## src/logic/circ_consts.svh

```systemverilog
/*
 * Constants of the interrupt response controller: register offsets, field
 * positions, reset values, restart addresses and cycle counts.
 * Assumes it is included by bare name from the controller's design files.
 */
// Operation
// - Global enable low blocks every maskable request.
// - Disable clears both flags, enable sets both.
// - Nonmaskable entry saves global flag, then clears.
// - Nonmaskable return pops PC, restores global flag.
// - Maskable entry clears both; trap, return keep.
// - Accumulator load copies global flag into parity.
// - Undefined opcode fetch always raises the trap.
// - Trap sets flag, pushes PC, jumps zero.
// - Byte position selects PC minus one or two.
// - No bus insertion right after trap state.
// - Nonmaskable falling edge latched until sampled.
// - Latched request sampled late; acknowledge next cycle.
// - Nonmaskable acknowledge suspends DMA, pushes, jumps 0066.
// - Nonmaskable first, level zero second priority.
// - Level zero sampled low at sampling point.
// - Level zero masked by either enable low.
// - Reset: level zero enable one, global zero.
// - Mode chosen by instruction; reset selects zero.
// - Mode zero executes bus opcode, no push.
// - Invalid mode zero opcode takes the trap.
// - Mode one pushes, clears flags, jumps 0038.
// - Software clears trap flag, never sets it.
// - Reset clears global and level one, two enables.
// - Mode two captures low vector at T3.
// - Two wait states in external vector fetch.
`ifndef CIRC_CONSTS_SVH
`define CIRC_CONSTS_SVH

// Register byte offsets on the bus.
`define CIRC_ADR_ITC      8'h00
`define CIRC_ADR_STAT     8'h04
`define CIRC_ADR_DMA      8'h08

// Trap and control register fields and reset value.
`define CIRC_ITC_TRAP     7
`define CIRC_ITC_UFO      6
`define CIRC_ITC_RST      3'h1

// Status register fields.
`define CIRC_ST_GLOBAL_IRQ_ENABLE      0
`define CIRC_ST_SAVED_IRQ_ENABLE      1
`define CIRC_ST_MODE      2
`define CIRC_ST_NMI       4

// DMA control field and reset value.
`define CIRC_DMA_DME      0
`define CIRC_DME_RST      1'h0

// Restart addresses.
`define CIRC_VEC_TRAP     16'h0000
`define CIRC_VEC_NMI      16'h0066
`define CIRC_VEC_MODE1    16'h0038

// Response modes and reset mode.
`define CIRC_MODE0        2'h0
`define CIRC_MODE1        2'h1
`define CIRC_MODE2        2'h2

// Wait states inserted in an external vector fetch.
`define CIRC_VEC_WAITS    2'h2

`endif

```

## src/logic/circ_pkg.sv

```systemverilog
/*
 * Types of the interrupt response controller.
 * Assumes nothing beyond a SystemVerilog compiler.
 */
package circ_pkg;

  // Acknowledge sequencer states.
  typedef enum logic [1:0] {
    SEQ_IDLE  = 2'h0,
    SEQ_ACK   = 2'h1,
    SEQ_TTP   = 2'h2,
    SEQ_GUARD = 2'h3
  } circ_seq_t;

  // Request chosen at the sampling point.
  typedef enum logic [1:0] {
    PEND_NONE = 2'h0,
    PEND_NMI  = 2'h1,
    PEND_MASKABLE_IRQ_LEVEL0 = 2'h2
  } circ_pend_t;

  // Pin synchroniser state.
  typedef struct packed {
    logic [2:0] ff;
    logic       lvl;
    logic       fall;
  } circ_sync_t;

  // Controller state.
  typedef struct packed {
    circ_seq_t  seq;
    circ_pend_t pend;
    logic       global_irq_enable;
    logic       saved_irq_enable;
    logic [1:0] mode;
    logic [2:0] ite;
    logic       trap;
    logic       trap_byte_position;
    logic       dma_master_enable;
    logic       nmi_lat;
    logic [1:0] wcnt;
    logic [15:0] vec;
    logic [7:0] opc;
    logic       opc_vld;
    logic       vlo_vld;
    logic       push;
    logic       pop;
    logic       jump;
    logic       pv;
    logic       pv_we;
    logic       wb_ack;
    logic [7:0] wb_dat;
  } circ_state_t;

endpackage
```

## src/logic/circ_irq_ctrl.sv

```systemverilog
/*
 * Interrupt response controller of an 8-bit processor core: enable flags,
 * undefined-opcode trap, nonmaskable entry and return, level 0 maskable
 * request in modes 0, 1 and 2, and a classic Wishbone register slave.
 * Assumes the core sequencer gives one-cycle strobes on the same clock for
 * the sampling point, machine cycle end, T3 rising edge and executed
 * instructions, and acts on the push, pop and jump pulses it receives.
 */
`timescale 1ns/100ps
`include "circ_consts.svh"
module circ_irq_ctrl (
  input  wire logic        clk_i,
  input  wire logic        rst_i,
  input  wire logic        cyc_i,
  input  wire logic        stb_i,
  input  wire logic        we_i,
  input  wire logic [7:0]  adr_i,
  input  wire logic [3:0]  sel_i,
  input  wire logic [31:0] dat_i,
  output logic      [31:0] dat_o,
  output logic             ack_o,
  input  wire logic        nonmaskable_irq_in_n_i,
  input  wire logic        maskable_irq_level0_n_i,
  input  wire logic [7:0]  data_bus_i,
  input  wire logic        sample_pt_i,
  input  wire logic        mcycle_end_i,
  input  wire logic        t3_rise_i,
  input  wire logic        undef_fetch_i,
  input  wire logic        undef_byte3_i,
  input  wire logic        exec_di_i,
  input  wire logic        exec_ei_i,
  input  wire logic        exec_return_from_nonmaskable_i,
  input  wire logic        exec_return_from_interrupt_i,
  input  wire logic        exec_ld_a_ir_i,
  input  wire logic        exec_im_i,
  input  wire logic [1:0]  im_mode_i,
  output logic             global_irq_enable_o,
  output logic             saved_irq_enable_o,
  output logic             dma_master_enable_o,
  output logic [1:0]       response_mode_o,
  output logic             irq_ack_cycle_o,
  output logic             wait_insert_o,
  output logic             trap_state_o,
  output logic             no_insert_o,
  output logic             push_pc_o,
  output logic             pop_pc_o,
  output logic             jump_o,
  output logic [15:0]      vector_o,
  output logic [7:0]       ack_opcode_o,
  output logic             ack_opcode_vld_o,
  output logic             vec_low_vld_o,
  output logic             parity_overflow_flag_o,
  output logic             parity_overflow_we_o
);

  circ_pkg::circ_state_t s_r;    // Registered state.
  circ_pkg::circ_state_t s_nxt;  // Next state.
  logic                  nmi_fall;  // Filtered falling edge of the pin.
  logic                  maskable_irq_level0_lvl;  // Filtered level of level 0 pin.
  logic                  bus_req;   // Access in progress.
  logic                  bus_wr;    // Write taking effect this edge.
  logic                  start;     // Acknowledge starts this cycle.
  logic                  start_nmi; // Nonmaskable acknowledge starts.
  logic                  start_int; // Level 0 acknowledge starts.
  logic                  maskable_irq_level0_ok;   // Level 0 request unmasked.

  ////////////////////////////////////////////////////////////////////////////
  // Pin synchronisers.

  circ_pin_sync u_nmi_sync (
    .clk_i   (clk_i),
    .rst_i   (rst_i),
    .pin_n_i (nonmaskable_irq_in_n_i),
    .lvl_o   (),
    .fall_o  (nmi_fall)
  );

  circ_pin_sync u_maskable_irq_level0_sync (
    .clk_i   (clk_i),
    .rst_i   (rst_i),
    .pin_n_i (maskable_irq_level0_n_i),
    .lvl_o   (maskable_irq_level0_lvl),
    .fall_o  ()
  );

  ////////////////////////////////////////////////////////////////////////////
  // Decode of bus strobes and acknowledge start.

  // A write lands at the edge where the master sees ack, while held.
  assign bus_req   = cyc_i & stb_i;
  assign bus_wr    = bus_req & we_i & s_r.wb_ack & sel_i[0];
  // Both the global flag and the level 0 enable gate the request.
  assign maskable_irq_level0_ok   = s_r.global_irq_enable & s_r.ite[0];
  // A trap preempts an acknowledge starting in the same cycle.
  assign start     = mcycle_end_i & (s_r.seq == circ_pkg::SEQ_IDLE) &
                     (s_r.pend != circ_pkg::PEND_NONE) & ~undef_fetch_i;
  assign start_nmi = start & (s_r.pend == circ_pkg::PEND_NMI);
  assign start_int = start & (s_r.pend == circ_pkg::PEND_MASKABLE_IRQ_LEVEL0);

  ////////////////////////////////////////////////////////////////////////////
  // Next-state logic: every flag, sequence and bus register in one place.
  always_comb begin
    s_nxt         = s_r;
    s_nxt.push    = 1'b0;
    s_nxt.pop     = 1'b0;
    s_nxt.jump    = 1'b0;
    s_nxt.opc_vld = 1'b0;
    s_nxt.vlo_vld = 1'b0;
    s_nxt.pv_we   = 1'b0;

    // The edge is held until the sampling point consumes it.
    if (sample_pt_i && s_r.seq == circ_pkg::SEQ_IDLE &&
        s_r.pend == circ_pkg::PEND_NONE) begin
      if (s_r.nmi_lat) begin
        s_nxt.pend    = circ_pkg::PEND_NMI;
        s_nxt.nmi_lat = 1'b0;
      end else if (!maskable_irq_level0_lvl && maskable_irq_level0_ok) begin
        s_nxt.pend = circ_pkg::PEND_MASKABLE_IRQ_LEVEL0;  // Low level accepted.
      end
    end
    // A new edge in the sampling cycle is kept, not lost.
    if (nmi_fall) begin
      s_nxt.nmi_lat = 1'b1;
    end

    // Instructions that touch the flags; an acknowledge overrides below.
    if (exec_di_i) begin
      s_nxt.global_irq_enable = 1'b0;
      s_nxt.saved_irq_enable = 1'b0;
    end else if (exec_ei_i) begin
      s_nxt.global_irq_enable = 1'b1;
      s_nxt.saved_irq_enable = 1'b1;
    end else if (exec_return_from_nonmaskable_i) begin
      s_nxt.global_irq_enable = s_r.saved_irq_enable;  // Saved flag stays as it is.
    end
    // Both returns pop; the plain return leaves the flags.
    if (exec_return_from_nonmaskable_i || exec_return_from_interrupt_i) begin
      s_nxt.pop = 1'b1;
    end
    if (exec_ld_a_ir_i) begin
      s_nxt.pv    = s_r.global_irq_enable;
      s_nxt.pv_we = 1'b1;
    end
    // Code 3 is no mode and is ignored.
    if (exec_im_i && im_mode_i != 2'h3) begin
      s_nxt.mode = im_mode_i;
    end

    // Acknowledge sequencer.
    unique case (s_r.seq)
      circ_pkg::SEQ_IDLE: begin
        if (start_nmi) begin
          s_nxt.dma_master_enable  = 1'b0;       // Suspend the DMA unit.
          s_nxt.saved_irq_enable = s_r.global_irq_enable;
          s_nxt.global_irq_enable = 1'b0;
          s_nxt.push = 1'b1;
          s_nxt.jump = 1'b1;
          s_nxt.vec  = `CIRC_VEC_NMI;
          s_nxt.pend = circ_pkg::PEND_NONE;
        end else if (start_int) begin
          s_nxt.global_irq_enable = 1'b0;
          s_nxt.saved_irq_enable = 1'b0;
          s_nxt.pend = circ_pkg::PEND_NONE;
          if (s_r.mode == `CIRC_MODE1) begin
            s_nxt.push = 1'b1;
            s_nxt.jump = 1'b1;
            s_nxt.vec  = `CIRC_VEC_MODE1;
          end else begin
            // Modes 0 and 2 run a bus acknowledge cycle.
            s_nxt.seq  = circ_pkg::SEQ_ACK;
            s_nxt.wcnt = (s_r.mode == `CIRC_MODE2) ? `CIRC_VEC_WAITS : 2'h0;
          end
        end
      end
      circ_pkg::SEQ_ACK: begin
        if (s_r.wcnt != 2'h0) begin
          s_nxt.wcnt = s_r.wcnt - 2'h1;
        end else if (t3_rise_i) begin
          s_nxt.seq = circ_pkg::SEQ_IDLE;
          if (s_r.mode == `CIRC_MODE2) begin
            s_nxt.vec     = {8'h00, data_bus_i};
            s_nxt.vlo_vld = 1'b1;
            s_nxt.push    = 1'b1;
          end else begin
            // The peripheral drives the opcode; no push here.
            s_nxt.opc     = data_bus_i;
            s_nxt.opc_vld = 1'b1;
          end
        end
      end
      circ_pkg::SEQ_TTP: begin
        s_nxt.seq = circ_pkg::SEQ_GUARD;
      end
      circ_pkg::SEQ_GUARD: begin
        s_nxt.seq = circ_pkg::SEQ_IDLE;
      end
    endcase

    // Software clears the trap flag only; bit value 1 is ignored.
    if (bus_wr && adr_i == `CIRC_ADR_ITC) begin
      if (!dat_i[`CIRC_ITC_TRAP]) begin
        s_nxt.trap = 1'b0;
      end
      s_nxt.ite = dat_i[2:0];
    end
    if (bus_wr && adr_i == `CIRC_ADR_DMA) begin
      s_nxt.dma_master_enable = dat_i[`CIRC_DMA_DME];
    end
    // Suspension by the nonmaskable entry beats a software write.
    if (start_nmi) begin
      s_nxt.dma_master_enable = 1'b0;
    end

    // Undefined fetch, also in a mode 0 acknowledge, traps at once.
    // It overrides the sequencer and the trap flag above and keeps both enable flags.
    if (undef_fetch_i) begin
      s_nxt.trap = 1'b1;           // Set wins over a clear.
      s_nxt.trap_byte_position  = undef_byte3_i;
      s_nxt.push = 1'b1;
      s_nxt.jump = 1'b1;
      s_nxt.vec  = `CIRC_VEC_TRAP;
      s_nxt.seq  = circ_pkg::SEQ_TTP;
      s_nxt.opc_vld = 1'b0;
      s_nxt.vlo_vld = 1'b0;
      s_nxt.global_irq_enable = s_r.global_irq_enable;
      s_nxt.saved_irq_enable = s_r.saved_irq_enable;
    end

    // Bus slave: ack one cycle after the request, dropped the next.
    s_nxt.wb_ack = bus_req & ~s_r.wb_ack;
    if (bus_req && !s_r.wb_ack) begin
      unique case (adr_i)
        `CIRC_ADR_ITC:  s_nxt.wb_dat = {s_r.trap, s_r.trap_byte_position, 3'h0, s_r.ite};
        `CIRC_ADR_STAT: s_nxt.wb_dat = {3'h0, s_r.nmi_lat, s_r.mode,
                                        s_r.saved_irq_enable, s_r.global_irq_enable};
        `CIRC_ADR_DMA:  s_nxt.wb_dat = {7'h00, s_r.dma_master_enable};
        default:        s_nxt.wb_dat = 8'h00;
      endcase
    end
  end

  ////////////////////////////////////////////////////////////////////////////
  // State register; reset gives mode 0, both flags off, level 0 enabled.
  always_ff @(posedge clk_i or posedge rst_i) begin
    if (rst_i) begin
      s_r      <= '0;
      s_r.ite  <= `CIRC_ITC_RST;
      s_r.mode <= `CIRC_MODE0;
      s_r.dma_master_enable  <= `CIRC_DME_RST;
    end else begin
      s_r <= s_nxt;
    end
  end

  ////////////////////////////////////////////////////////////////////////////
  // Outputs.
  assign dat_o                  = {24'h000000, s_r.wb_dat};
  assign ack_o                  = s_r.wb_ack;
  assign global_irq_enable_o    = s_r.global_irq_enable;
  assign saved_irq_enable_o     = s_r.saved_irq_enable;
  assign dma_master_enable_o    = s_r.dma_master_enable;
  assign response_mode_o        = s_r.mode;
  assign irq_ack_cycle_o        = (s_r.seq == circ_pkg::SEQ_ACK);
  assign wait_insert_o          = irq_ack_cycle_o & (s_r.wcnt != 2'h0);
  assign trap_state_o           = (s_r.seq == circ_pkg::SEQ_TTP);
  assign no_insert_o            = (s_r.seq == circ_pkg::SEQ_GUARD);
  assign push_pc_o              = s_r.push;
  assign pop_pc_o               = s_r.pop;
  assign jump_o                 = s_r.jump;
  assign vector_o               = s_r.vec;
  assign ack_opcode_o           = s_r.opc;
  assign ack_opcode_vld_o       = s_r.opc_vld;
  assign vec_low_vld_o          = s_r.vlo_vld;
  assign parity_overflow_flag_o = s_r.pv;
  assign parity_overflow_we_o   = s_r.pv_we;

  ////////////////////////////////////////////////////////////////////////////
  // Checks of the documented behaviour.

  a_di_clears_both: assert property (
    @(posedge clk_i) disable iff (rst_i)
    exec_di_i && !start && !undef_fetch_i |=> !s_r.global_irq_enable && !s_r.saved_irq_enable)
    else $error("disable did not clear both flags");

  a_ei_sets_both: assert property (
    @(posedge clk_i) disable iff (rst_i)
    exec_ei_i && !exec_di_i && !start && !undef_fetch_i
    |=> s_r.global_irq_enable && s_r.saved_irq_enable)
    else $error("enable did not set both flags");

  a_nmi_entry_seq: assert property (
    @(posedge clk_i) disable iff (rst_i)
    start_nmi |=> s_r.saved_irq_enable == $past(s_r.global_irq_enable) && !s_r.global_irq_enable && !s_r.dma_master_enable &&
                  s_r.push && s_r.vec == 16'h0066)
    else $error("nonmaskable entry wrong");

  a_return_from_nonmaskable_restores: assert property (
    @(posedge clk_i) disable iff (rst_i)
    exec_return_from_nonmaskable_i && !exec_di_i && !exec_ei_i && !start && !undef_fetch_i
    |=> s_r.pop && s_r.global_irq_enable == $past(s_r.saved_irq_enable) && $stable(s_r.saved_irq_enable))
    else $error("return did not restore the flag");

  a_int_clears_both: assert property (
    @(posedge clk_i) disable iff (rst_i)
    start_int |=> !s_r.global_irq_enable && !s_r.saved_irq_enable)
    else $error("maskable entry kept a flag");

  a_trap_entry_seq: assert property (
    @(posedge clk_i) disable iff (rst_i)
    undef_fetch_i |=> s_r.trap && s_r.jump && s_r.vec == 16'h0000 &&
                      $stable(s_r.global_irq_enable) && trap_state_o ##1 no_insert_o)
    else $error("trap sequence wrong");

  a_masked_no_pend: assert property (
    @(posedge clk_i) disable iff (rst_i)
    sample_pt_i && !s_r.nmi_lat && !(s_r.global_irq_enable && s_r.ite[0]) &&
    s_r.pend == circ_pkg::PEND_NONE |=> s_r.pend != circ_pkg::PEND_MASKABLE_IRQ_LEVEL0)
    else $error("masked request accepted");

  a_pv_copy_flag: assert property (
    @(posedge clk_i) disable iff (rst_i)
    exec_ld_a_ir_i |=> s_r.pv_we && s_r.pv == $past(s_r.global_irq_enable))
    else $error("parity flag not loaded");

  a_mode2_two_waits: assert property (
    @(posedge clk_i) disable iff (rst_i)
    start_int && s_r.mode == 2'h2 |=> wait_insert_o[*2] ##1 !wait_insert_o)
    else $error("wait states wrong");

  a_trap_no_swset: assert property (
    @(posedge clk_i) disable iff (rst_i)
    bus_wr && adr_i == 8'h00 && !s_r.trap && !undef_fetch_i |=> !s_r.trap)
    else $error("software set the trap flag");

endmodule

```

## src/logic/circ_pin_sync.sv

```systemverilog
/*
 * Three-flop pin synchroniser with agreement filter and falling-edge pulse.
 * Assumes an asynchronous, idle-high, active-low pin.
 */
`timescale 1ns/100ps
module circ_pin_sync (
  input  wire logic clk_i,
  input  wire logic rst_i,
  input  wire logic pin_n_i,
  output logic      lvl_o,
  output logic      fall_o
);

  circ_pkg::circ_sync_t s_r;  // Registered state.
  circ_pkg::circ_sync_t s_nxt;  // Next state.

  ////////////////////////////////////////////////////////////////////////////
  // The first flop feeds only the second, so metastability cannot spread.
  // The level moves only when the second and third flops agree.
  always_comb begin
    s_nxt      = s_r;
    s_nxt.ff   = {s_r.ff[1:0], pin_n_i};
    s_nxt.fall = 1'b0;
    if (s_r.ff[1] == s_r.ff[2]) begin
      s_nxt.lvl  = s_r.ff[2];
      s_nxt.fall = s_r.lvl & ~s_r.ff[2];  // Edge seen once.
    end
  end

  // Pins idle high, so reset assumes the released level.
  always_ff @(posedge clk_i or posedge rst_i) begin
    if (rst_i) begin
      s_r <= '{ff: 3'h7, lvl: 1'b1, fall: 1'b0};
    end else begin
      s_r <= s_nxt;
    end
  end

  assign lvl_o  = s_r.lvl;
  assign fall_o = s_r.fall;

endmodule

```

## config.mk

```make
export PLATFORM = sky130hd
export DESIGN_NAME = circ_irq_ctrl
export DESIGN_NICKNAME = d
export VERILOG_FILES = /design/src/logic/circ_pkg.sv /design/src/logic/circ_irq_ctrl.sv /design/src/logic/circ_pin_sync.sv
export VERILOG_INCLUDE_DIRS = /design/src /design/src/logic
export SDC_FILE = /design/constraint.sdc
export NUM_CORES = 1
export LEC_CHECK = 0
export ABC_CLOCK_PERIOD_IN_PS = 2260
export BUFFER_PORTS_ARGS = -buffer_cell sky130_fd_sc_hd__buf_2
export CAP_MARGIN = 20
export CORE_ASPECT_RATIO = 0.7
export CORE_MARGIN = 3
export CORE_UTILIZATION = 46
export DETAILED_ROUTE_END_ITERATION = 16
export HOLD_SLACK_MARGIN = 0.15
export PLACE_DENSITY = 0.79
export REMOVE_ABC_BUFFERS = 1
export SYNTH_ARGS = -nofsm -noshare
export SYNTH_HDL_FRONTEND = slang
export SYNTH_SLANG_ARGS = --single-unit
export TNS_END_PERCENT = 50
```

## constraint.sdc

```tcl
create_clock -name clk_i -period 2.26 [get_ports clk_i]
set_input_delay 0.226 -clock clk_i [delete_from_list [all_inputs] [get_ports clk_i]]
set_output_delay 0.226 -clock clk_i [all_outputs]
set_load 0.02 [all_outputs]
```

Yosys cells after proc, flatten, opt, wreduce, memory -nomap -nowiden
Index checks and enable logic that the tools add are counted.
{"block": "word_totals", "ff_bits": 66, "latch_bits": 0, "ram_bits": 0, "mem_bits_ro": 0, "inputBits": 72, "out_inout_bits": 73, "mem_count": 0}
{"block": "classes", "addsub": 1, "mul": 0, "n_div": 0, "order_cmp": 0, "eq_ne": 25, "shifts": 0, "mux": 49, "n_bitwise": 18, "reduce_logical": 25}
{"op": "2-to-1 mux 16 bit", "n": 4}
{"op": "2-to-1 mux 27 bit", "n": 2}
{"op": "one-hot mux 18 bit (2 select lines)", "n": 1}
{"op": "2-to-1 mux 2 bit", "n": 16}
{"op": "one-hot mux 8 bit (3 select lines)", "n": 1}
{"op": "2-to-1 mux 18 bit", "n": 1}
{"op": "2-to-1 mux 1 bit", "n": 17}
{"op": "inequality test 3 bit, second input constant", "n": 5}
{"op": "AND 1 bit", "n": 13}
{"op": "nonzero test 2 bit", "n": 6}
{"op": "AND reduction 5 bit", "n": 2}
{"op": "2-to-1 mux 9 bit", "n": 1}
{"op": "equality test 2 bit, second input constant", "n": 4}
{"op": "equality test 8 x 3 -> 1 bit, second input constant", "n": 1}
{"op": "equality test 8 x 4 -> 1 bit, second input constant", "n": 1}
{"op": "zero test 8 bit", "n": 1}
{"op": "2-to-1 mux 4 bit", "n": 2}
{"op": "inequality test 2 bit, second input constant", "n": 4}
{"op": "one-hot mux 2 bit (4 select lines)", "n": 1}
{"op": "logical AND 1 bit", "n": 7}
{"op": "equality test 2 x 1 -> 1 bit, second input constant", "n": 3}
{"op": "2-to-1 mux 6 bit", "n": 1}
{"op": "AND reduction 6 bit", "n": 1}
{"op": "inverter 1 bit", "n": 5}
{"op": "14 further kinds", "n": 18}

Longest topological paths before layout
Gate-level depths: netlist of run 1.
{"block": "depth", "ltp_word": 9, "ltp_mapped": 7}

By module
From an unflattened synthesis of run 1, not the netlist that was laid out.
{"block": "unflattened", "hier_cells": 265, "hier_area_um2": 2944.1}
{"module": "circ_irq_ctrl", "instances": 1, "cells_per_inst": 249, "area_each_um2": 2638.8, "seq_area_each_um2": 1202.4}
{"module": "circ_pin_sync", "instances": 2, "cells_per_inst": 8, "area_each_um2": 152.6, "seq_area_each_um2": 130.1}

Least setup slack after synthesis of run 1
Ideal clock, no wire load.
{"block": "synth_path", "kind": "flip-flop to flip-flop", "startpoint": "reg s_r[40] in the netlist's numbering", "endpoint": "reg s_r, in the netlist ack_opcode_o[0]", "setup_time_ps": 128, "t_arrival_ps": 1589, "setup_slack_ps": 543, "path_stages_with_launch": 8, "n_path_buf": 2, "cell_sequence": "dfrtp_1 -> inv_1 -> ha_1 -> and2_1 -> clkbuf_1 -> and3_1 -> buf_2 -> mux2_1"}
{"block": "synth_via", "elab_chain_cells": 3}
{"element": "start, declared", "line_no": "circ_irq_ctrl.sv:56", "text": "circ_pkg::circ_state_t s_r;"}
{"element": "start signal, assigned", "line_no": "circ_irq_ctrl.sv:251", "text": "s_r <= s_nxt;"}
{"element": "nonzero test 2 bit", "line_no": "circ_irq_ctrl.sv:176", "text": "if (s_r.wcnt != 2'h0) begin"}
{"element": "inverter 1 bit (no line)"}
{"element": "AND reduction 4 bit (no line)"}
Every way passes these cells.
A chain may end at the register's enable or synchronous reset.

Worst setup path after layout of run 1
{"block": "layout_path", "startpoint": "reg s_r[40] in the netlist's numbering", "endpoint": "reg s_r, in the netlist ack_opcode_o[2]"}
The elaborated chain is that of the path after synthesis.

==> results of run 1 <==
final cells by class:
type / instances / area [µm²]
well taps: 75 / 93.84
inverters: 10 / 37.54
clock buffers: 12 / 145.1
clock inverters: 4 / 20.02
fillers: 518 / 2495
flip-flops and latches: 57 / 1438
multi-input cells: 166 / 1150
repair buffers: 103 / 635.6
cell usage after synthesis, types with 2 or more instances:
library cell	n	share of area, %
nand4_1	2	0.42
a22o_1	3	0.88
mux2_2	5	1.9
nor2b_1	5	1.0
clkbuf_1	5	0.63
maj3_1	2	0.67
buf_6	2	0.75
o21ai_0	2	0.33
mux2i_1	4	1.3
dfrtp_1	48	40
nand2b_1	4	0.84
nor2_1	23	2.9
a21oi_1	14	2.3
o22ai_1	2	0.42
and2_1	2	0.42
nand3_1	3	0.50
mux2_1	11	4.1
buf_2	2	0.33
mux2_4	6	3.0
inv_1	10	1.3
a32o_1	4	1.3
or2_2	2	0.42
nor4_1	4	0.84
and3_1	2	0.42
nand2_1	8	1.0
buf_4	58	15
dfstp_2	9	7.9
worst min path at each step:
stage | cells past startpoint | startpoint | to
after floorplan | 0 | maskable_irq_level0_n_i | u_maskable_irq_level0_sync.s_nxt[3]$_DFF_PP1_
after CTS | 3 | dat_i[7] | s_r[45]$_DFFE_PP0P_
final | 3 | dat_i[7] | s_r[45]$_DFFE_PP0P_
after detailed placement | 1 | nonmaskable_irq_in_n_i | u_nmi_sync.s_nxt[3]$_DFF_PP1_
after global routing | 3 | dat_i[7] | s_r[45]$_DFFE_PP0P_
after global placement | 1 | nonmaskable_irq_in_n_i | u_nmi_sync.s_nxt[3]$_DFF_PP1_
flip-flops by register name, summed over array words and instances, names as in the netlist, 2 cells and up:
register and count:
u_nmi_sync.s_nxt 2, s_r 12, u_maskable_irq_level0_sync.s_nxt 2, response_mode_o 2, dat_o 7, vector_o 8
ack_opcode_o 8
per-stage QoR:
stage | hold WS [ps] | setup slack (ps)
final | 169.3 | 322.8
after global routing | 175.4 | 167.2
after CTS | 155.2 | 341.1
after detailed placement | 332.7 | 342.9
after global placement | 333.1 | 391.6
after floorplan | 230.5 | 456.5
power by group:
| part | switching, W | internal, W | total (W) |
|---|---|---|---|
| registers | 0.0000965 | 0.00118 | 0.00127 |
| clock network | 0.000382 | 0.000420 | 0.000802 |
| logic | 0.000479 | 0.000328 | 0.000806 |
what timing repair did:
action,in CTS,in global routing
endpoints found under the hold margin,44,0
setup endpoints to repair,0,0
hold buffers,20,0
kinds of logic after synthesis:
| logic type | share of synthesized area [%] |
|---|---|
| fa+ha+maj | 1.087 |
| simple gates | 13.30 |
| mux | 10.37 |
| xor+xnor | 0.2928 |
| buf+inv | 17.52 |
| flops | 48.06 |
| compound gates | 9.244 |
| other cells | 0.1254 |
metal layers:
layer,routed length (µm),vias to the layer above,track usage [%]
met5,0,-,0
met4,57,0,4.658
met3,409,8,6.641
met2,3014,85,26.85
met1,2588,990,20.94
li1,-,982,-
worst max-delay path: stages, from the launching register on:
cell and delay [ps]:
dfrtp_1 350, inv_1 90, ha_1 210, and2_1 280, and3_1 500, mux2_1 380
==> flow_summary.json, run 1 <==
{
  "status": "finished, final reports clean",
  "final_cell_count_no_fill": 427,
  "power_leakage_nw": 1.787,
  "die_x_um": 102.4,
  "async_reset_ff_share_pct": 100.0,
  "insertion_delay_ps": 330,
  "post-dp-hpwl_um": 4311,
  "crit_required_ps": 2460,
  "end_kind": "flip-flop",
  "path_clk_slew_ps": 60,
  "drt-initial-drc-count": 93,
  "hold_violations": 0,
  "fin_nets": 420,
  "path_max_fanout": 9,
  "worst_slew_pin_slew_ps": 669.4,
  "final_common_cell": "buf_2",
  "final_util_pct": 58.52,
  "synth_seq_area_share_pct": 48.06,
  "dieArea_um2": 7523,
  "max-vdd-ir-drop_uv": 390.4,
  "grt-ovfl-total": 0,
  "r2r_cells": 5,
  "ys_ff_latch": 57,
  "core_um2": 6015,
  "grt_max_degree": 32,
  "cts-resized-gates": 0,
  "drive_above_1_share_pct": 36.93,
  "wl_per_cell_um": 14.21,
  "cap_viol_max_count": 0,
  "finalPower_w": 0.002883,
  "slew_headroom_pct": 55.37,
  "startpoint_type": "flip-flop",
  "crit_start": "s_r[40]$_DFFE_PP0P_",
  "area_growth_pct": 17.65,
  "port_buffers": 80,
  "antennaDiodeCount": 0,
  "synthFlopType": "dfrtp_1",
  "vias": 2065,
  "cts_sinks": 57,
  "grt_pass1_wl_um": 9549,
  "clk_path_buf_depth": 2,
  "avgSynthCellArea_um2": 11.16,
  "r2r-end": "ack_opcode_o[2]$_DFFE_PP0P_",
  "io_pins": 145,
  "layout_common_cells": "80 x buf_2, 48 x dfrtp_1, 33 x conb_1",
  "syn-instance-count": 268,
  "place_area_um2": 3154,
  "cts_htree_levels": 3,
  "fp.dieH_um": 73.47,
  "final_area_um2": 3520,
  "slew_violations": 0,
  "fin_crit_ps": 1937,
  "critical_path_class": "flip-flop to flip-flop",
  "antenna_found_initial": 0,
  "rsz0062_at_grt": "no",
  "fin_tns_setup_ps": 0,
  "setup_viol": 0,
  "firstDrtPassIters": 4,
  "netlist_area_um2": 2992,
  "powerDensity_nw_per_um2": 819.2,
  "yosysUniqueCellTypes": 53,
  "endpoint": "ack_opcode_o[2]$_DFFE_PP0P_",
  "track_usage_pct": 16.67,
  "grt_pass1_vias": 2021,
  "hold_class": "input pin to flip-flop",
  "cts_root_buffer": "clkbuf_8",
  "r2r_slack_ps": 320,
  "wl_um": 6069,
  "cp.arrival_ps": 2140,
  "rows": 23,
  "synth-edff-count": 0,
  "gp_congestion": 0.8476,
  "drc": 0,
  "post-route-period-util_pct": 85.71,
  "r2r_start": "s_r[40]$_DFFE_PP0P_",
  "placedCellCount": 391,
  "start_util_pct": 49.74,
  "cts_tree": "yes",
  "postCtsSetupBuffers": 0,
  "cts_inserted_buffers": 9,
  "synth_warnings": 0,
  "clock_skew_ps": 11.60,
  "max_freq_mhz": 516.2,
  "ant_nets": 0,
  "vias_per_cell": 4.836
}
No activity file was read; power rests on OpenSTA's default activity.
==> run 2, diff against run 1 <==
Settings changed: MAX_ROUTING_LAYER from default to met4.
==> flow_summary.json, run 2 (synthesis results as in run 1) <==
{
  "status": "finished, final reports clean",
  "drive_above_1_share_pct": 36.93,
  "seqPwrFrac_pct": 44.3,
  "die_x_um": 102.4,
  "slew_headroom_pct": 56.18,
  "clk_path_buf_depth": 2,
  "core_um2": 6015,
  "rows": 23,
  "slew_violations": 0,
  "cts_sinks": 57,
  "rsz0062_at_grt": "no",
  "nFillCells": 518,
  "fin_crit_ps": 1947,
  "final_cell_count_no_fill": 427,
  "multi_input_area_um2": 1150,
  "antenna_found_initial": 0,
  "vias": 2074,
  "critPathBufInv": 1,
  "port_buffers": 80,
  "power_leakage_nw": 1.787,
  "vias_per_cell": 4.857,
  "firstDrtPassIters": 5,
  "fin_tns_setup_ps": 0,
  "crit_family": "simple AND/OR/NAND/NOR gates",
  "gp_congestion": 0.8610,
  "cts_root_buffer": "clkbuf_8",
  "powerDensity_nw_per_um2": 818.1,
  "wl_um": 6071,
  "cts-resized-gates": 0,
  "worst_slew_pin_slew_ps": 656.3,
  "layout_common_cells": "80 x buf_2, 48 x dfrtp_1, 33 x conb_1",
  "max_freq_mhz": 513.7,
  "track_usage_pct": 17.17,
  "post-route-period-util_pct": 86.13,
  "hold_violations": 0,
  "worstPathCellList": "inv_1 -> ha_1 -> and2_1 -> and3_1 -> mux2_1",
  "hold_class": "input pin to flip-flop",
  "netSwitchingFraction_pct": 33.11,
  "wl_per_cell_um": 14.22,
  "cap_viol_max_count": 0,
  "largest_reg_flops": 12,
  "cpPeakStageDelay_ps": 500,
  "grt_pass1_vias": 2028,
  "ant_nets": 0,
  "clock_skew_ps": 10.18,
  "area_growth_pct": 17.65,
  "dieArea_um2": 7523,
  "path_max_fanout": 9,
  "cp.arrival_ps": 2150,
  "cts_tree": "yes",
  "max-vdd-ir-drop_uv": 390.4,
  "fin_nets": 420,
  "ff_latch_area_um2": 1438,
  "intPower_w": 0.001926,
  "insertion_delay_ps": 330,
  "io_pins": 145,
  "setup_viol": 0,
  "worst_path_max_delay_cell": "and3_1",
  "final_common_cell": "buf_2",
  "antennaDiodeCount": 0,
  "drc": 0,
  "clkPwrFrac_pct": 27.8,
  "fp.dieH_um": 73.47,
  "critical_path_class": "flip-flop to flip-flop",
  "power_switching_w": 0.0009534,
  "start_util_pct": 49.74,
  "post-dp-hpwl_um": 4311,
  "p_comb_share_pct": 28.0,
  "path_clk_slew_ps": 60,
  "grt-ovfl-total": 0,
  "grt_max_degree": 32,
  "placedCellCount": 391,
  "drt-initial-drc-count": 68,
  "crit_required_ps": 2470,
  "startpoint_type": "flip-flop",
  "cts_inserted_buffers": 9,
  "grt_pass1_wl_um": 9556,
  "regMostFlops": "s_r",
  "end_kind": "flip-flop",
  "cts_htree_levels": 3
}
==> run 2: cell counts in the layout (fill, tap and decap cells not counted) <==
No cell type changed its count.
==> run 2: worst reg2reg max path, delay by kind of cell, from the launching register on <==
kind,cells,cell delay (ps)
fa+ha+maj,1,220
buf+inv,1,90
flops,1,350
mux,1,390
simple gates,2,780
==> run 2: routing by layer <==
| layer | vias to the layer above | wire [µm] | GRT usage [%] |
|---|---|---|---|
| li1 | 983 | - | - |
| met1 | 991 | 2581 | 21.07 |
| met2 | 90 | 3001 | 26.85 |
| met3 | 10 | 420 | 5.598 |
| met4 | 0 | 67 | 5.968 |
| met5 | - | 0 | - |
==> run 2: worst paths after layout <==
path	depth (start not counted)	slack, ps	startpoint	to
worst max-delay path	5	310	s_r[40]$_DFFE_PP0P_	ack_opcode_o[2]$_DFFE_PP0P_
worst min-delay path	3	170	dat_i[7]	s_r[45]$_DFFE_PP0P_
worst max register to register	5	310	s_r[40]$_DFFE_PP0P_	ack_opcode_o[2]$_DFFE_PP0P_
worst min register to register	0	350	u_nmi_sync.s_nxt[3]$_DFF_PP1_	u_nmi_sync.s_nxt[4]$_DFF_PP1_
max in group asynchronous	4	1090	rst_i	s_r[46]$_DFFE_PP1P_
min in group asynchronous	3	530	rst_i	vector_o[7]$_DFFE_PP0P_
==> run 2: through the flow <==
step                util (%)  hold slack [ps]  setup slack, ps  power, W  instance area (µm²)
floorplan                  -            230.5            456.5  0.001810                 2625
CTS                    58.52            155.2            341.1  0.002903                 3520
finish                 58.52            165.6            313.5  0.002879                 3520
global route           58.52            178.0            167.3  0.003051                 3520
detailed placement     52.44            332.7            342.9  0.002068                 3154
global placement       52.44            333.1            391.6  0.002042                 3154
==> run 2: repair_timing <==
item	in CTS	in global routing
hold endpoints to repair	44	0
setup buffers	0	0
hold buffers	20	0
==> run 2: area by class of cell <==
| class | count | share of cell area [%] |
|---|---|---|
| Multi-Input combinational cell | 166 | 32.67 |
| Timing Repair Buffer | 103 | 18.06 |
| Tap cell | 75 | 2.666 |
| Inverter | 10 | 1.066 |
| Clock inverter | 4 | 0.5688 |
| Sequential cell | 57 | 40.85 |
| Clock buffer | 12 | 4.124 |
==> run 2: power by group through the flow <==
stage                     Sequential (W)  Clock, W  Combinational (W)
after floorplan                  0.00141         0           0.000397
after global placement           0.00128         0           0.000757
after detailed placement         0.00129         0           0.000777
after CTS                        0.00127  0.000822           0.000807
after global routing             0.00130  0.000865           0.000889
final                            0.00127  0.000799           0.000806
==> run 3, diff against run 2 <==
Settings changed: CELL_PAD_IN_SITES_DETAIL_PLACEMENT from default to 2, CELL_PAD_IN_SITES_GLOBAL_PLACEMENT from default to 2, CORE_UTILIZATION 46 to 25, CTS_BUF_LIST from default to sky130_fd_sc_hd__clkbuf_16, PLACE_DENSITY 0.79 to 0.73.
==> flow_summary.json, run 3 (synthesis results as in run 1) <==
{
  "status": "finished, final reports clean",
  "gp_congestion": 0.7164,
  "hold_violations": 0,
  "setup_viol": 0,
  "end_kind": "flip-flop",
  "wl_um": 7884,
  "firstDrtPassIters": 4,
  "insertion_delay_ps": 330,
  "regMostFlops": "s_r",
  "preCtsSetupSlack_ps": 235.0,
  "rows": 32,
  "layout_common_cells": "80 x buf_2, 48 x dfrtp_1, 33 x conb_1",
  "cts-resized-gates": 0,
  "nFillCells": 1255,
  "track_usage_pct": 12.50,
  "port_buffers": 80,
  "cts_htree_levels": 3,
  "core_um2": 11330,
  "fin_nets": 419,
  "slew_violations": 0,
  "post-route-period-util_pct": 88.57,
  "cap_viol_max_count": 0,
  "clk_path_buf_depth": 2,
  "die_x_um": 136.7,
  "fin_tns_setup_ps": 0,
  "io_pins": 145,
  "vias_per_cell": 4.143,
  "placedCellCount": 473,
  "rsz0062_at_grt": "no",
  "post-dp-hpwl_um": 5868,
  "area_growth_pct": 24.68,
  "power_leakage_nw": 1.841,
  "finalPower_w": 0.003537,
  "fp.dieH_um": 97.53,
  "fin_ws_ps": 258.4,
  "worst_slew_pin_slew_ps": 638.6,
  "startpoint_type": "flip-flop",
  "hold_class": "input pin to flip-flop",
  "path_clk_slew_ps": 50,
  "critical_path_class": "flip-flop to flip-flop",
  "largest_reg_flops": 12,
  "drt-initial-drc-count": 67,
  "final_area_um2": 3730,
  "start_util_pct": 26.40,
  "drc": 0,
  "cpPeakStageDelay_ps": 500,
  "ant_nets": 0,
  "cts_tree": "yes",
  "antennaDiodeCount": 0,
  "wl_per_cell_um": 15.64,
  "worst_path_max_delay_cell": "and3_1",
  "powerDensity_nw_per_um2": 948.4,
  "max-vdd-ir-drop_uv": 358.1,
  "cts_inserted_buffers": 9,
  "final_common_cell": "buf_2",
  "worstPathCellList": "inv_1 -> ha_1 -> and2_1 -> and3_1 -> mux2_1",
  "dieArea_um2": 13340,
  "final_cell_count_no_fill": 504,
  "path_max_fanout": 9,
  "grt_pass1_wl_um": 12590,
  "cp.arrival_ps": 2200,
  "clock_skew_ps": 7.789,
  "vias": 2088,
  "grt_max_degree": 26,
  "postCtsSetupBuffers": 0,
  "grt-ovfl-total": 0,
  "slew_headroom_pct": 57.43,
  "grt_pass1_vias": 2306,
  "place_area_um2": 3269,
  "drive_above_1_share_pct": 38.18,
  "cts_sinks": 57,
  "max_freq_mhz": 499.6,
  "cts_root_buffer": "clkbuf_16",
  "antenna_found_initial": 0,
  "crit_required_ps": 2460,
  "fin_crit_ps": 2002
}
## run 3: cell types whose count changed in the layout (fill, tap and decap cells not counted), moves of 2 or more
cell,previous run,this run
bufinv_16,0,2
clkinv_1,0,2
buf_4,2,7
dlygate4sd3_1,20,15
clkbuf_16,0,9
clkinv_2,4,2
clkbuf_1,2,0
clkbuf_8,10,0
## run 3: metrics by stage
stage / hold slack, ps / util [%]
2_1_floorplan: 230.5 / -
3_3_place_gp: 300.6 / 28.85
3_5_place_dp: 313.3 / 28.85
4_1_cts: 152.4 / 32.92
5_1_grt: 169.0 / 32.92
6_report: 162.9 / 32.92
## run 3: worst paths after layout
check	depth (start not counted)	slack (ps)	from	to
max	5	260	s_r[40]$_DFFE_PP0P_	ack_opcode_o[1]$_DFFE_PP0P_
min	2	160	data_bus_i[4]	ack_opcode_o[4]$_DFFE_PP0P_
max reg2reg	5	260	s_r[40]$_DFFE_PP0P_	ack_opcode_o[1]$_DFFE_PP0P_
min reg2reg	0	350	u_nmi_sync.s_nxt[3]$_DFF_PP1_	u_nmi_sync.s_nxt[4]$_DFF_PP1_
max in group asynchronous	4	1090	rst_i	u_maskable_irq_level0_sync.s_nxt[3]$_DFF_PP1_
min in group asynchronous	3	500	rst_i	vector_o[4]$_DFFE_PP0P_
## run 3: final cells by class
class	instances	area [µm²]	share of cell area, %
Timing Repair Buffer	102	603.1	16.17
Clock buffer	9	225.2	6.038
Sequential cell	57	1438	38.54
Inverter	10	37.54	1.006
Clock inverter	7	85.08	2.281
Tap cell	153	191.4	5.133
Multi-Input combinational cell	166	1150	30.83
## run 3: what timing repair did
action	in CTS	in global routing
endpoints found under the setup margin	0	0
hold buffers	15	0
hold endpoints to repair	32	0
## run 3: where the power goes
group	internal, W	switching [W]
Combinational	0.000328	0.000500
Sequential	0.00118	0.000106
Clock	0.000951	0.000472
Total	0.00246	0.00108
## run 3: routing by layer
layer  vias to the layer above  GRT usage (%)  routed length (µm)
li1                        976              -                   -
met1                      1062          15.04                3411
met2                        45          20.33                4019
met3                         5          4.037                 398
met4                         0          3.021                  54
met5                         -              -                   0
## run 3: worst max-delay path: cells and delay by family, from the launching register on
| family | cells | cell delay, ps |
|---|---|---|
| adders and majority gates | 1 | 210 |
| buffers and inverters | 1 | 90 |
| DFF | 1 | 360 |
| muxes | 1 | 390 |
| and+or+nand+nor | 2 | 820 |
